**src/pkg/dbx_params.svh**
```systemverilog
// Register offsets, field positions and reset values of the debug exception unit.
`ifndef DBX_PARAMS_SVH
`define DBX_PARAMS_SVH
// -----------------------------------------------------------------------------
// Register byte offsets
// -----------------------------------------------------------------------------
`define DBX_OFS_BP0 8'h00
`define DBX_OFS_BP1 8'h04
`define DBX_OFS_BP2 8'h08
`define DBX_OFS_BP3 8'h0C
`define DBX_OFS_CTRL 8'h10
`define DBX_OFS_STAT 8'h14
`define DBX_OFS_DBGCTL 8'h18
// -----------------------------------------------------------------------------
// Control word fields
// -----------------------------------------------------------------------------
`define DBX_CTRL_GUARD 13
`define DBX_CTRL_TYPE_LSB 16
`define DBX_CTRL_LEN_LSB 18
`define DBX_CTRL_STRIDE 4
// -----------------------------------------------------------------------------
// Status word fields and debug control bits
// -----------------------------------------------------------------------------
`define DBX_STAT_BUSLOCK 11
`define DBX_STAT_GUARD 13
`define DBX_STAT_STEP 14
`define DBX_STAT_TASK 15
`define DBX_DBGCTL_BLD 2
`define DBX_RST_WORD 32'h0000_0000
`endif

```
**src/pkg/dbx_pkg.sv**
```systemverilog
// Types shared by the debug exception unit.
`default_nettype none
package dbx_pkg;
  // Breakpoint type field encoding.
  typedef enum logic [1:0] {
    BP_EXEC  = 2'h0,
    BP_WRITE = 2'h1,
    BP_IO    = 2'h2,
    BP_RDWR  = 2'h3
  } dbx_bp_type_t;
endpackage : dbx_pkg
`default_nettype wire
```
**src/pkg/dbx_bp_if.sv**
```systemverilog
// Breakpoint configuration and hit vectors between unit and comparator.
`default_nettype none
interface dbx_bp_if #(parameter int AW = 32);
  logic [AW-1:0] bp_addr [4];
  dbx_pkg::dbx_bp_type_t bp_type [4];
  logic [1:0] bp_len [4];
  logic [3:0] bp_en;
  logic [AW-1:0] exec_addr;
  logic [AW-1:0] mem_addr;
  logic mem_valid;
  logic mem_wr;
  logic [AW-1:0] io_addr;
  logic io_valid;
  logic [3:0] hit_exec;
  logic [3:0] hit_data;
  logic [3:0] hit_io;
  modport unit (output bp_addr, bp_type, bp_len, bp_en, exec_addr, mem_addr, mem_valid,
    mem_wr, io_addr, io_valid, input hit_exec, hit_data, hit_io);
  modport match (input bp_addr, bp_type, bp_len, bp_en, exec_addr, mem_addr, mem_valid,
    mem_wr, io_addr, io_valid, output hit_exec, hit_data, hit_io);
endinterface : dbx_bp_if
`default_nettype wire

```
**src/hdl/dbx_bp_match.sv**
```systemverilog
// Address comparators for the four breakpoint address registers.
`default_nettype none
module dbx_bp_match #(
  parameter int AW = 32
) (
  dbx_bp_if.match bp // Configuration in, hit vectors out.
);
  // Length code to ignored low address bits: 1, 2, 8 or 4 bytes.
  function automatic logic [AW-1:0] len_mask(input logic [1:0] len);
    logic [AW-1:0] m;
    m = '0;
    unique case (len)
      2'h0: m[2:0] = 3'h0;
      2'h1: m[2:0] = 3'h1;
      2'h2: m[2:0] = 3'h7;
      2'h3: m[2:0] = 3'h3;
    endcase
    return m;
  endfunction : len_mask

  function automatic logic addr_hit(input logic [AW-1:0] a, input logic [AW-1:0] b,
    input logic [1:0] len);
    return ((a ^ b) & ~len_mask(len)) == '0;
  endfunction : addr_hit

  // -----------------------------------------------------------------------------
  // Per-register compare
  // -----------------------------------------------------------------------------
  // Only the start address of an access is compared; a split access that only
  // reaches a watched region with its tail bytes is not seen.
  always_comb begin
    for (int n = 0; n < 4; n++) begin
      bp.hit_exec[n] = bp.bp_en[n] && bp.bp_type[n] == dbx_pkg::BP_EXEC &&
        bp.exec_addr == bp.bp_addr[n];
      bp.hit_data[n] = bp.bp_en[n] && bp.mem_valid &&
        addr_hit(bp.mem_addr, bp.bp_addr[n], bp.bp_len[n]) &&
        ((bp.bp_type[n] == dbx_pkg::BP_WRITE && bp.mem_wr) ||
         bp.bp_type[n] == dbx_pkg::BP_RDWR);
      bp.hit_io[n] = bp.bp_en[n] && bp.io_valid && bp.bp_type[n] == dbx_pkg::BP_IO &&
        addr_hit(bp.io_addr, bp.bp_addr[n], bp.bp_len[n]);
    end
  end
endmodule : dbx_bp_match
`default_nettype wire

```
**src/hdl/dbx_exc_unit.sv**
```systemverilog
// Debug exception detection, resume flag handling and debug register file.
`include "dbx_params.svh"
`default_nettype none
// Overview of operation
// - Enabled execute breakpoint matching next instruction raises a fault before it runs.
// - Instruction breakpoint outranks every other exception of the same instruction.
// - Instruction breakpoint right after a stack segment load is suppressed.
// - Resume flag masks instruction breakpoints only, for one instruction.
// - Resume flag clears at instruction start, after the breakpoint check.
// - Task switch and interrupt return load resume flag; flags pop does not.
// - Other fault-class handler entries push resume flag as one.
// - Interrupt or trap after non-final string iteration pushes resume flag as one.
// - Data and I/O breakpoint types trap after the accessing instruction.
// - Fast-string data breakpoint may wait for the end of its group.
// - Repeated string I/O traps after its iteration; memory after matching one.
// - Stack segment load data breakpoint is delivered after the next instruction.
// - Delivering any exception other than a software interrupt discards pending data and I/O breakpoints.
// - Software interrupts keep pending data breakpoints; trap follows handler entry.
// - Guard bit set: debug register move faults first and sets guard hit.
// - Single step traps after each instruction, not the one setting the flag.
// - Debug handler entry and software interrupts clear the single step flag.
// - Single step trap goes before a coinciding external interrupt.
// - Stack segment load under single step gives no step trap.
// - Switch into a trapped task raises debug exception and task hit flag.
// - Bus lock at privilege above zero traps when enabled; delivery clears flag.
// - Type field: 0 execute, 1 write, 2 I/O, 3 read or write.
module dbx_exc_unit #(
  parameter int AW = 32
) (
  input wire logic mclk, // Core clock, 100 MHz.
  input wire logic rst, // Synchronous reset, active high.
  input wire logic [7:0] reg_addr, // Register byte address.
  input wire logic [31:0] reg_wdata, // Register write data.
  input wire logic reg_wr, // Write strobe.
  input wire logic reg_rd, // Read strobe.
  output logic [31:0] reg_rdata, // Read data, cycle after the read strobe.
  input wire logic insn_start, // Instruction about to execute.
  input wire logic [AW-1:0] insn_addr, // Its address.
  input wire logic insn_ss_load, // It loads the stack segment.
  input wire logic insn_dr_move, // It moves to or from a debug register.
  input wire logic insn_sw_int, // It is a software interrupt.
  input wire logic single_step_flag, // Live single step flag.
  input wire logic [1:0] current_privilege, // Current privilege level.
  input wire logic insn_done, // Instruction or iteration completed.
  input wire logic mem_valid, // A data access was made.
  input wire logic [AW-1:0] mem_addr, // Its address.
  input wire logic mem_wr, // It was a write.
  input wire logic io_valid, // An I/O access was made.
  input wire logic [AW-1:0] io_addr, // Its port address.
  input wire logic buslock_seen, // The instruction asserted a bus lock.
  input wire logic rep_nonfinal, // Completed iteration was not the last.
  input wire logic fast_mid, // Fast-string group still running.
  input wire logic task_trap_entry, // Entered a task with its trap bit set.
  input wire logic other_exc, // A non-debug exception is being delivered.
  input wire logic other_exc_fault, // That exception is fault-class.
  input wire logic ext_irq, // External interrupt pending.
  input wire logic rf_load, // Task switch or interrupt return loads flags.
  input wire logic rf_image, // Resume flag in the saved image.
  output logic irq_take, // External interrupt accepted at this boundary.
  output logic db_fault, // Fault-class debug exception, one cycle.
  output logic db_trap, // Trap-class debug exception, one cycle.
  output logic handler_entry, // Any handler entered, one cycle.
  output logic pushed_rf, // Resume flag value for the pushed image.
  output logic clear_step, // Clear the single step flag, one cycle.
  output logic resume_flag // Live resume flag.
);
  // -----------------------------------------------------------------------------
  // Registers
  // -----------------------------------------------------------------------------
  logic [AW-1:0] bp_addr_ff [4];
  logic [31:0] ctrl_ff;
  logic [31:0] stat_ff;
  logic [31:0] dbgctl_ff;
  logic [31:0] rdata_ff;
  logic rf_ff;
  logic ss_shadow_ff;
  logic step_arm_ff;
  logic [3:0] pend_hit_ff;
  logic pend_ff;
  logic pend_hold_ff;
  logic db_fault_ff;
  logic db_trap_ff;
  logic entry_ff;
  logic pushed_rf_ff;
  logic clear_step_ff;

  dbx_bp_if #(.AW(AW)) bp ();

  dbx_bp_match #(.AW(AW)) u_match (
    .bp(bp)
  );

  // Field extraction used by the interface drive; the read mux returns whole words.
  function automatic logic [1:0] ctrl_field(input logic [31:0] w, input int lsb);
    return w[lsb +: 2];
  endfunction : ctrl_field

  // -----------------------------------------------------------------------------
  // Comparator configuration
  // -----------------------------------------------------------------------------
  always_comb begin
    for (int n = 0; n < 4; n++) begin
      bp.bp_addr[n] = bp_addr_ff[n];
      bp.bp_type[n] = dbx_pkg::dbx_bp_type_t'(ctrl_field(ctrl_ff,
        `DBX_CTRL_TYPE_LSB + `DBX_CTRL_STRIDE * n));
      bp.bp_len[n] = ctrl_field(ctrl_ff, `DBX_CTRL_LEN_LSB + `DBX_CTRL_STRIDE * n);
      bp.bp_en[n] = |ctrl_field(ctrl_ff, 2 * n);
    end
  end

  assign bp.exec_addr = insn_addr;
  assign bp.mem_addr = mem_addr;
  assign bp.mem_valid = mem_valid && insn_done;
  assign bp.mem_wr = mem_wr;
  assign bp.io_addr = io_addr;
  assign bp.io_valid = io_valid && insn_done;

  // -----------------------------------------------------------------------------
  // Start-of-instruction checks
  // -----------------------------------------------------------------------------
  logic ibp_hit;
  logic guard_hit;
  // The resume flag and the load shadow mask only execute breakpoints.
  assign ibp_hit = insn_start && (|bp.hit_exec) && !rf_ff && !ss_shadow_ff;
  assign guard_hit = insn_start && insn_dr_move && ctrl_ff[`DBX_CTRL_GUARD];

  // -----------------------------------------------------------------------------
  // Completion checks
  // -----------------------------------------------------------------------------
  logic data_now;
  logic step_trap;
  logic lock_trap;
  logic pend_ready;
  logic trap_fire;
  logic lose_pend;

  assign data_now = |(bp.hit_data | bp.hit_io);
  // Step arming is sampled at start, so an instruction that sets the flag never traps.
  assign step_trap = insn_done && step_arm_ff && !rep_nonfinal;
  assign lock_trap = insn_done && buslock_seen && dbgctl_ff[`DBX_DBGCTL_BLD] &&
    current_privilege != 2'h0;
  // Pending breakpoints wait out the load shadow and a running fast-string group.
  assign pend_ready = insn_done && (pend_ff || data_now) && !insn_ss_load &&
    !fast_mid;
  // Any other exception loses pending hits; a software interrupt is not one.
  assign lose_pend = other_exc && !insn_sw_int;
  assign trap_fire = !lose_pend && (pend_ready || step_trap || lock_trap ||
    (insn_done && task_trap_entry));

  // Single step trap is taken first; the interrupt is looked at again next boundary.
  assign irq_take = ext_irq && insn_done && !trap_fire && !db_trap_ff;

  // -----------------------------------------------------------------------------
  // Resume flag, load shadow and step arming
  // -----------------------------------------------------------------------------
  // Cleared at start after the breakpoint check; only task switch and interrupt
  // return may load it, the flags pop path has no way in.
  always_ff @(posedge mclk) begin
    if (rst) begin
      rf_ff <= 1'b0;
    end else if (rf_load) begin
      rf_ff <= rf_image;
    end else if (insn_start) begin
      rf_ff <= 1'b0;
    end
  end

  // Stack segment load shadow covers exactly the following instruction.
  always_ff @(posedge mclk) begin
    if (rst) begin
      ss_shadow_ff <= 1'b0;
    end else if (insn_done) begin
      ss_shadow_ff <= insn_ss_load;
    end
  end

  // Single step arming taken at start; a stack segment load never arms it.
  always_ff @(posedge mclk) begin
    if (rst) begin
      step_arm_ff <= 1'b0;
    end else if (insn_start) begin
      step_arm_ff <= single_step_flag && !insn_ss_load && !ss_shadow_ff;
    end else if (insn_done && !rep_nonfinal) begin
      step_arm_ff <= 1'b0;
    end
  end

  // -----------------------------------------------------------------------------
  // Pending data and I/O breakpoints
  // -----------------------------------------------------------------------------
  always_ff @(posedge mclk) begin
    if (rst) begin
      pend_ff <= 1'b0;
      pend_hold_ff <= 1'b0;
      pend_hit_ff <= 4'h0;
    end else if (lose_pend || (ibp_hit || guard_hit)) begin
      pend_ff <= 1'b0;
      pend_hold_ff <= 1'b0;
      pend_hit_ff <= 4'h0;
    end else if (trap_fire) begin
      pend_ff <= 1'b0;
      pend_hold_ff <= 1'b0;
      pend_hit_ff <= 4'h0;
    end else if (insn_done && data_now) begin
      pend_ff <= 1'b1;
      pend_hold_ff <= insn_ss_load;
      pend_hit_ff <= pend_hit_ff | bp.hit_data | bp.hit_io;
    end
  end

  // -----------------------------------------------------------------------------
  // Exception outputs
  // -----------------------------------------------------------------------------
  // Execute breakpoint and guard faults are raised before any other exception
  // of the same instruction is allowed to surface.
  always_ff @(posedge mclk) begin
    if (rst) begin
      db_fault_ff <= 1'b0;
      db_trap_ff <= 1'b0;
    end else begin
      db_fault_ff <= ibp_hit || guard_hit;
      db_trap_ff <= trap_fire && !(ibp_hit || guard_hit);
    end
  end

  // Pushed resume flag value for every handler entry.
  always_ff @(posedge mclk) begin
    if (rst) begin
      entry_ff <= 1'b0;
      pushed_rf_ff <= 1'b0;
    end else if (ibp_hit) begin
      entry_ff <= 1'b1;
      pushed_rf_ff <= rf_ff;
    end else if (guard_hit || (other_exc && other_exc_fault)) begin
      entry_ff <= 1'b1;
      pushed_rf_ff <= 1'b1;
    end else if (trap_fire || irq_take || other_exc) begin
      entry_ff <= 1'b1;
      pushed_rf_ff <= rep_nonfinal ? 1'b1 : rf_ff;
    end else begin
      entry_ff <= 1'b0;
    end
  end

  // Single step is dropped on debug handler entry and by software interrupts.
  always_ff @(posedge mclk) begin
    if (rst) begin
      clear_step_ff <= 1'b0;
    end else begin
      clear_step_ff <= ibp_hit || guard_hit || trap_fire ||
        (insn_done && insn_sw_int);
    end
  end

  assign db_fault = db_fault_ff;
  assign db_trap = db_trap_ff;
  assign handler_entry = entry_ff;
  assign pushed_rf = pushed_rf_ff;
  assign clear_step = clear_step_ff;
  assign resume_flag = rf_ff;

  // -----------------------------------------------------------------------------
  // Register file
  // -----------------------------------------------------------------------------
  always_ff @(posedge mclk) begin
    if (rst) begin
      for (int n = 0; n < 4; n++) begin
        bp_addr_ff[n] <= '0;
      end
    end else if (reg_wr) begin
      for (int n = 0; n < 4; n++) begin
        if (reg_addr == `DBX_OFS_BP0 + 8'(4 * n)) begin
          bp_addr_ff[n] <= reg_wdata[AW-1:0];
        end
      end
    end
  end

  always_ff @(posedge mclk) begin
    if (rst) begin
      ctrl_ff <= `DBX_RST_WORD;
      dbgctl_ff <= `DBX_RST_WORD;
    end else if (reg_wr) begin
      if (reg_addr == `DBX_OFS_CTRL) begin
        ctrl_ff <= reg_wdata;
      end
      if (reg_addr == `DBX_OFS_DBGCTL) begin
        dbgctl_ff <= reg_wdata;
      end
    end
  end

  // Status: software writes store, hardware sets win over a same-cycle write.
  logic [31:0] nxt_stat;
  always_comb begin
    nxt_stat = stat_ff;
    if (reg_wr && reg_addr == `DBX_OFS_STAT) begin
      nxt_stat = reg_wdata;
    end
    if (trap_fire || ibp_hit) begin
      nxt_stat[3:0] = pend_hit_ff | bp.hit_data | bp.hit_io | bp.hit_exec;
    end
    if (guard_hit) begin
      nxt_stat[`DBX_STAT_GUARD] = 1'b1;
    end
    if (step_trap && !lose_pend) begin
      nxt_stat[`DBX_STAT_STEP] = 1'b1;
    end
    if (insn_done && task_trap_entry && !lose_pend) begin
      nxt_stat[`DBX_STAT_TASK] = 1'b1;
    end
    if (lock_trap && !lose_pend) begin
      nxt_stat[`DBX_STAT_BUSLOCK] = 1'b0;
    end
  end

  always_ff @(posedge mclk) begin
    if (rst) begin
      stat_ff <= `DBX_RST_WORD;
    end else begin
      stat_ff <= nxt_stat;
    end
  end

  // Read data stands for the one cycle after the strobe; unmapped reads zero.
  always_ff @(posedge mclk) begin
    if (rst) begin
      rdata_ff <= 32'h0000_0000;
    end else if (reg_rd) begin
      unique case (reg_addr)
        `DBX_OFS_BP0: rdata_ff <= 32'(bp_addr_ff[0]);
        `DBX_OFS_BP1: rdata_ff <= 32'(bp_addr_ff[1]);
        `DBX_OFS_BP2: rdata_ff <= 32'(bp_addr_ff[2]);
        `DBX_OFS_BP3: rdata_ff <= 32'(bp_addr_ff[3]);
        `DBX_OFS_CTRL: rdata_ff <= ctrl_ff;
        `DBX_OFS_STAT: rdata_ff <= stat_ff;
        `DBX_OFS_DBGCTL: rdata_ff <= dbgctl_ff;
        default: rdata_ff <= 32'h0000_0000;
      endcase
    end else begin
      rdata_ff <= 32'h0000_0000;
    end
  end

  assign reg_rdata = rdata_ff;
endmodule : dbx_exc_unit
`default_nettype wire

```
**config.mk**
```make
export PLATFORM = sky130hd
export DESIGN_NAME = dbx_exc_unit
export DESIGN_NICKNAME = d
export VERILOG_FILES = /design/src/pkg/dbx_pkg.sv /design/src/pkg/dbx_bp_if.sv /design/src/hdl/dbx_bp_match.sv /design/src/hdl/dbx_exc_unit.sv
export VERILOG_INCLUDE_DIRS = /design/src /design/src/pkg
export SDC_FILE = /design/constraint.sdc
export NUM_CORES = 1
export LEC_CHECK = 0
export BUFFER_PORTS_ARGS = -buffer_cell sky130_fd_sc_hd__buf_2
export CAP_MARGIN = 20
export CELL_PAD_IN_SITES_DETAIL_PLACEMENT = 0
export CELL_PAD_IN_SITES_GLOBAL_PLACEMENT = 1
export CORE_MARGIN = 4
export CORE_UTILIZATION = 51
export CTS_BUF_LIST = sky130_fd_sc_hd__clkbuf_4
export DETAILED_ROUTE_END_ITERATION = 10
export HOLD_SLACK_MARGIN = 0.08
export MAX_ROUTING_LAYER = met4
export PLACE_DENSITY = 0.95
export SLEW_MARGIN = 30
export SYNTH_ARGS = -nofsm -noshare
export SYNTH_HDL_FRONTEND = slang
export SYNTH_HIERARCHICAL = 1
export SYNTH_SLANG_ARGS = --single-unit
export TNS_END_PERCENT = 30
```
**constraint.sdc**
```tcl
create_clock -name mclk -period 10 [get_ports mclk]
set_input_delay 1 -clock mclk [delete_from_list [all_inputs] [get_ports mclk]]
set_output_delay 1 -clock mclk [all_outputs]
set_load 0.005 [all_outputs]
```
After elaboration in Yosys (flattened, before gate mapping) --
Memory sizes are Yosys's and may differ from the RTL's. Cells that the tools add are included.
Storage, ports and cells: register bits 141, memories 1, logic and storage cells 256, output and inout port bits 39, memory bits (writable) 128, bits of input ports 160
Operators by class: reduce and logical (&&, ||, !) cells 130, muxes and demuxes 43, bitwise operators 29, eq/ne operators 34
Memory list:
- bp_addr_ff | depth 4, width 32, read ports 4, clocked after Yosys merged registers in 0, wr ports 4, line dbx_exc_unit.sv:70 | logic [AW-1:0] bp_addr_ff [4];
Operators by type and width (count):
- bitwise AND 32 bit | 8
- logical NOT 32 bit | 8
- bitwise XOR 32 bit | 8
- one-hot mux 32 bit (7 select lines) | 1
- == test 32 bit | 4
- two-way mux 32 bit | 4
- NOT 3 -> 32 bit | 4
- logical AND 1 bit | 68
- one-hot mux 3 bit (4 select lines) | 4
- == test 2 bit, second input constant | 16
- two-way mux 1 bit | 32
- == test 8 x 5 -> 1 bit, second input constant | 3
- == test 2 x 1 -> 1 bit, second input constant | 8
- == test 8 x 4 -> 1 bit, second input constant | 2
- logical NOT 2 bit | 8
- logical OR 1 bit | 16
- two-way mux 16 bit | 1
- OR 4 bit | 4
- nonzero test 2 bit | 7
- OR reduction 2 bit | 6
- logical NOT 1 bit | 10
- == test 8 x 3 -> 1 bit, second input constant | 1
- logical NOT 8 bit | 1
- OR reduction 4 bit | 2
- 6 further kinds | 10

Longest topological paths before layout --
depth after elaboration 25, depth in mapped cells 11, mapped depth without buffers 10

Cells and area by module --
The synthesis kept the hierarchy.
Modules (own cells, without submodules):
- dbx_exc_unit | times used 1, sequential area each 6666.4 µm², area an instance 11385.9 µm², cells an instance 1058
- dbx_bp_match | times used 1, sequential area each 0.0 µm², area an instance 4463.0 µm², cells an instance 555

Worst setup path before layout --
No wires, ideal clock.
kind input-to-output, start in insn_done, end out irq_take, path buffers 1, required time 9.000 ns, stages on the path 10, arrival time 2.927 ns, slack 6.073 ns, cell sequence clkbuf_1 > and2_1 > o2111ai_1 > nor3_1 > o21ai_0 > a2111oi_2 > nor4_1 > a311oi_1 > o21ai_0 > and2_1
On the way: cells in the longest elaborated chain, start to end 17, elaborated cells on any way between the ends 46, classes of those cells bitwise: 1; reduce/logical: 45
RTL lines:
- start: declaration | line dbx_exc_unit.sv:44 | input wire logic insn_done,
- logical AND 1 bit | line dbx_exc_unit.sv:113 | assign bp.mem_valid = mem_valid && insn_done;
- named net bp.mem_valid | line dbx_bp_if.sv:10 | logic mem_valid;
- logical AND 1 bit (2 in series) | line dbx_bp_match.sv:35 | bp.hit_data[n] = bp.bp_en[n] && bp.mem_valid &&
- logical AND 1 bit | line dbx_bp_match.sv:36 | addr_hit(bp.mem_addr, bp.bp_addr[n], bp.bp_len[n]) &&
- named net bp.hit_data[1] | line dbx_bp_if.sv:15 | logic [3:0] hit_data;
- OR 4 bit | line dbx_exc_unit.sv:137 | assign data_now = |(bp.hit_data | bp.hit_io);
- OR reduction 4 bit | line dbx_exc_unit.sv:137
- logical OR 1 bit | line dbx_exc_unit.sv:143 | assign pend_ready = insn_done && (pend_ff || data_now) && !insn_ss_load &&
- logical AND 1 bit (3 in series) | line dbx_exc_unit.sv:143
- logical OR 1 bit (3 in series) | line dbx_exc_unit.sv:147 | assign trap_fire = !lose_pend && (pend_ready || step_trap || lock_trap ||
- logical AND 1 bit | line dbx_exc_unit.sv:147
- logical NOT 1 bit | line dbx_exc_unit.sv:151 | assign irq_take = ext_irq && insn_done && !trap_fire && !db_trap_ff;
- logical AND 1 bit (2 in series) | line dbx_exc_unit.sv:151
- end: declaration | line dbx_exc_unit.sv:59 | output logic irq_take,
The timed path passes the listed nets, and every way through them passes these cells.

==> summary.txt <==
Routing
  – Average vias per placed instance: 6.38
  – Post-route ant nets: 0
  – DR vias: 14.6k
  – DRC errors left: 0
  – DR iter-0 viols: 2134
  – Drt pass-1 iters: 6
  – Post-Route WL: 71.1 mm
  – Avg WL per Cell: 31.1 um

Power and ir drop
  – PwrDens: 146 nW/um2
  – VDD IR-drop max: 0.128 mV
  – Leakage power: 6.88 nW
  – Final Power: 2.65 mW

Timing
  – Final Slew Violations: 0
  – RSZ-0062 raised after global routing: false
  – Final Setup Violations: 0
  – Final Skew: 0.0567 ns
  – Rel. slew slack: 33.2%
  – Setup TNS: 0 ns
  – Least-Margin Pin Slew: 0.993 ns
  – Tcrit/Tclk final: 50.8%
  – Max Fclk: 197 MHz
  – Fin crit period: 5.08 ns
  – Hold Violations, Final: 0

Clock tree
  – CTS H-tree depth: 3
  – CTS Buf Count: 72
  – TritonCTS clock tree: yes
  – Clock root cell: clkbuf_4
  – Post_cts resized: 0
  – Clock transition at the registers of the reported paths: 0.07 ns
  – Hold buffer count at CTS: 0
  – Post-CTS setup buffer count: 0
  – CTS Sinks: 269
  – Clock insertion delay at the later pin of the skew report: 0.71 ns
  – Maximum clock insertion buffer count: 3

Finish
  – Area Growth Syn to Fin: 14.4%
  – Post-route cell area: 18100 um2
  – Ratio of cells with drive above 1 in the final layout: 21.7%
  – Final cell count without fillers: 2285
  – Final core utilization: 59.3%
  – Layout Nets: 1990

Floorplan
  – Initial Util: 51.8%
  – Total core area: 30600 um2
  – Die area: 34000 um2
  – # IOs: 199
  – Die Y: 184 um
  – Die Width: 184 um
  – # rows: 64

Run status
  – Status: finished, final reports clean

Hold path
  – HP Class: flop to flop
  – Hold Crit Depth: 2

Critical path
  – Flop2flop setup slack: 5.85 ns
  – CP Capture Type: output port
  – Crit path kind: flop to output port
  – Critical Path Source Type: flop
  – Req. time, crit path: 9.00 ns
  – Worst r2r path cells: 9
  – Critical path peak fanout: 4
  – Crit path DAT: 4.08 ns

Logic synthesis
  – Yosys warning count: 6
  – Syn Area/Cell: 9.83 um2
  – Post-synthesis simple-gate area fraction: 19.0%
  – Largest family of logic cells by synthesized area: XOR/XNOR gates
  – Largest cells by area after synthesis: edfxtp_1 (24%), xor2_1 (20%), dfxtp_1 (18%), and2_1 (5.2%), nand2_1 (4.7%)
  – Synth area leader: edfxtp_1
  – Post-Synth Adder-Cell Area: 0%
  – Multiplexer area fraction after synthesis: 6.39%
  – Syn Nets: 1773
  – Ys async rst share: 0%
  – Distinct cells, synth: 60
  – Post-Syn Area: 15800 um2
  – Xor/xnor share of the synthesized area: 21.2%
  – EDFF count, synth: 128
  – Sequential element share of the synthesized area: 42.1%
  – Mapped Cells: 1613
  – Flops & latches, synth: 269
  – Compound-gate portion of the synthesized area: 8.87%
  – Synth top area share: 24.3%
  – Top_reg_cell synth: dfxtp_1

Placed design
  – Placed Cells: 2152
  – IO buf count: 198
  – Placed instance area: 17200 um2
  – Gpl congestion: 1.09
  – DP Wirelength: 54.3 mm

GRT
  – Initial antenna violation count: 2
  – First-pass GRT wire length: 99.7 mm
  – Congestion Overflow GR: 0
  – Largest net degree at the start of global routing: 95
  – All-layer global routing usage: 42.5%
  – Vias in the first global route: 13.8k

Job
  – # Max-Cap Violations: 0
synthesized netlist by cell type (all sizes together), types with 5 or more instances:
| master | count |
|---|---|
| a2111oi | 9 |
| a211oi | 6 |
| a21oi | 111 |
| a221oi | 17 |
| a22oi | 24 |
| and2 | 133 |
| buf | 25 |
| clkbuf | 50 |
| dfxtp | 141 |
| edfxtp | 128 |
| inv | 11 |
| mux2 | 31 |
| mux2i | 28 |
| mux4 | 17 |
| nand2 | 198 |
| nand2b | 8 |
| nand3 | 13 |
| nand4 | 20 |
| nor2 | 71 |
| nor2b | 6 |
| nor3 | 15 |
| nor4 | 89 |
| nor4b | 5 |
| o21ai | 19 |
| o22ai | 15 |
| or2 | 7 |
| xnor2 | 30 |
| xor2 | 354 |
critical path, cell delays in order, from the launching register on:
cell and delay [ns]:
edfxtp_1 0.60, xor2_1 0.27, nor4_1 0.50, nand4_1 0.34
a2111oi_2 0.56, nor4_1 0.21, a311oi_1 0.39, o21ai_0 0.18
and2_1 0.20, buf_2 0.12
cells by family (layout without fill, tap and decap cells):
| logic type | after synthesis | count (layout) |
|---|---|---|
| flip-flops | 269 | 269 |
| other | 0 | 3 |
| AO/OA/AOI/OAI | 221 | 221 |
| XOR/XNOR | 384 | 384 |
| multiplexers | 76 | 76 |
| buffers and inverters | 86 | 359 |
| AND/OR/NAND/NOR | 577 | 577 |
metal layers:
layer  vias up  wire (um)  share of wire [%]  GRT usage [%]
met5         -          0                  0              -
met4         0       3540                5.0           16.5
met3       214       8630                 12           9.87
met2      1146      30900                 43           62.8
met1      7062      28000                 39           56.9
li1       6149          -                  -              -
per-stage QoR:
stage / worst slack [ns] / hold slack (ns)
after floorplan: 6.07 / 0.426
after global placement: 5.16 / 0.435
after detailed placement: 5.16 / 0.439
after CTS: 5.03 / 0.449
after global routing: 4.85 / 0.469
final: 4.92 / 0.449
power breakdown:
group / leakage (nW) / internal [mW] / switching (mW)
clock: 0.558 / 0.526 / 0.472
sequential: 2.35 / 1.18 / 0.0767
combinational: 3.97 / 0.138 / 0.254
total: 6.88 / 1.85 / 0.802
cell type report:
type                            instances  area (um2)
Antenna cell                            3        7.51
Fill cell                            2743       12500
Sequential cell                       269        6670
Clock buffer                          109         818
Multi-Input combinational cell       1258        8830
Tap cell                              396         495
Inverter                               11        41.3
Clock inverter                         21         118
Timing Repair Buffer                  218        1150
worst paths after layout:
path | from | end
worst min-delay path | pend_hit_ff[3]$_SDFFE_PP0P_ | pend_hit_ff[3]$_SDFFE_PP0P_
worst min register to register | pend_hit_ff[3]$_SDFFE_PP0P_ | pend_hit_ff[3]$_SDFFE_PP0P_
worst max register to register | bp_addr_ff[1][14]$_SDFFCE_PN0P_ | stat_ff[2]$_SDFFE_PP0P_
worst max-delay path | bp_addr_ff[1][14]$_SDFFCE_PN0P_ | irq_take
placed cells by master (no fill, tap or decap), types with 24 or more instances in the layout:
| cell type | n |
|---|---|
| a21oi_1 | 111 |
| a22oi_1 | 24 |
| and2_1 | 133 |
| buf_2 | 196 |
| clkbuf_4 | 109 |
| dfxtp_1 | 141 |
| edfxtp_1 | 128 |
| mux2_2 | 31 |
| mux2i_1 | 28 |
| nand2_1 | 198 |
| nor2_1 | 67 |
| nor4_1 | 87 |
| xnor2_1 | 30 |
| xor2_1 | 354 |
flip-flops by register name, summed over array words and instances, names as in the netlist:
name / count
handler_entry: 1
resume_flag: 1
db_trap: 1
pend_ff: 1
stat_ff: 32
pushed_rf: 1
reg_rdata: 32
dbgctl_ff: 32
db_fault: 1
clear_step: 1
bp_addr_ff: 128
pend_hit_ff: 4
ctrl_ff: 32
step_arm_ff: 1
ss_shadow_ff: 1
Power figures use the tool's default switching activity.
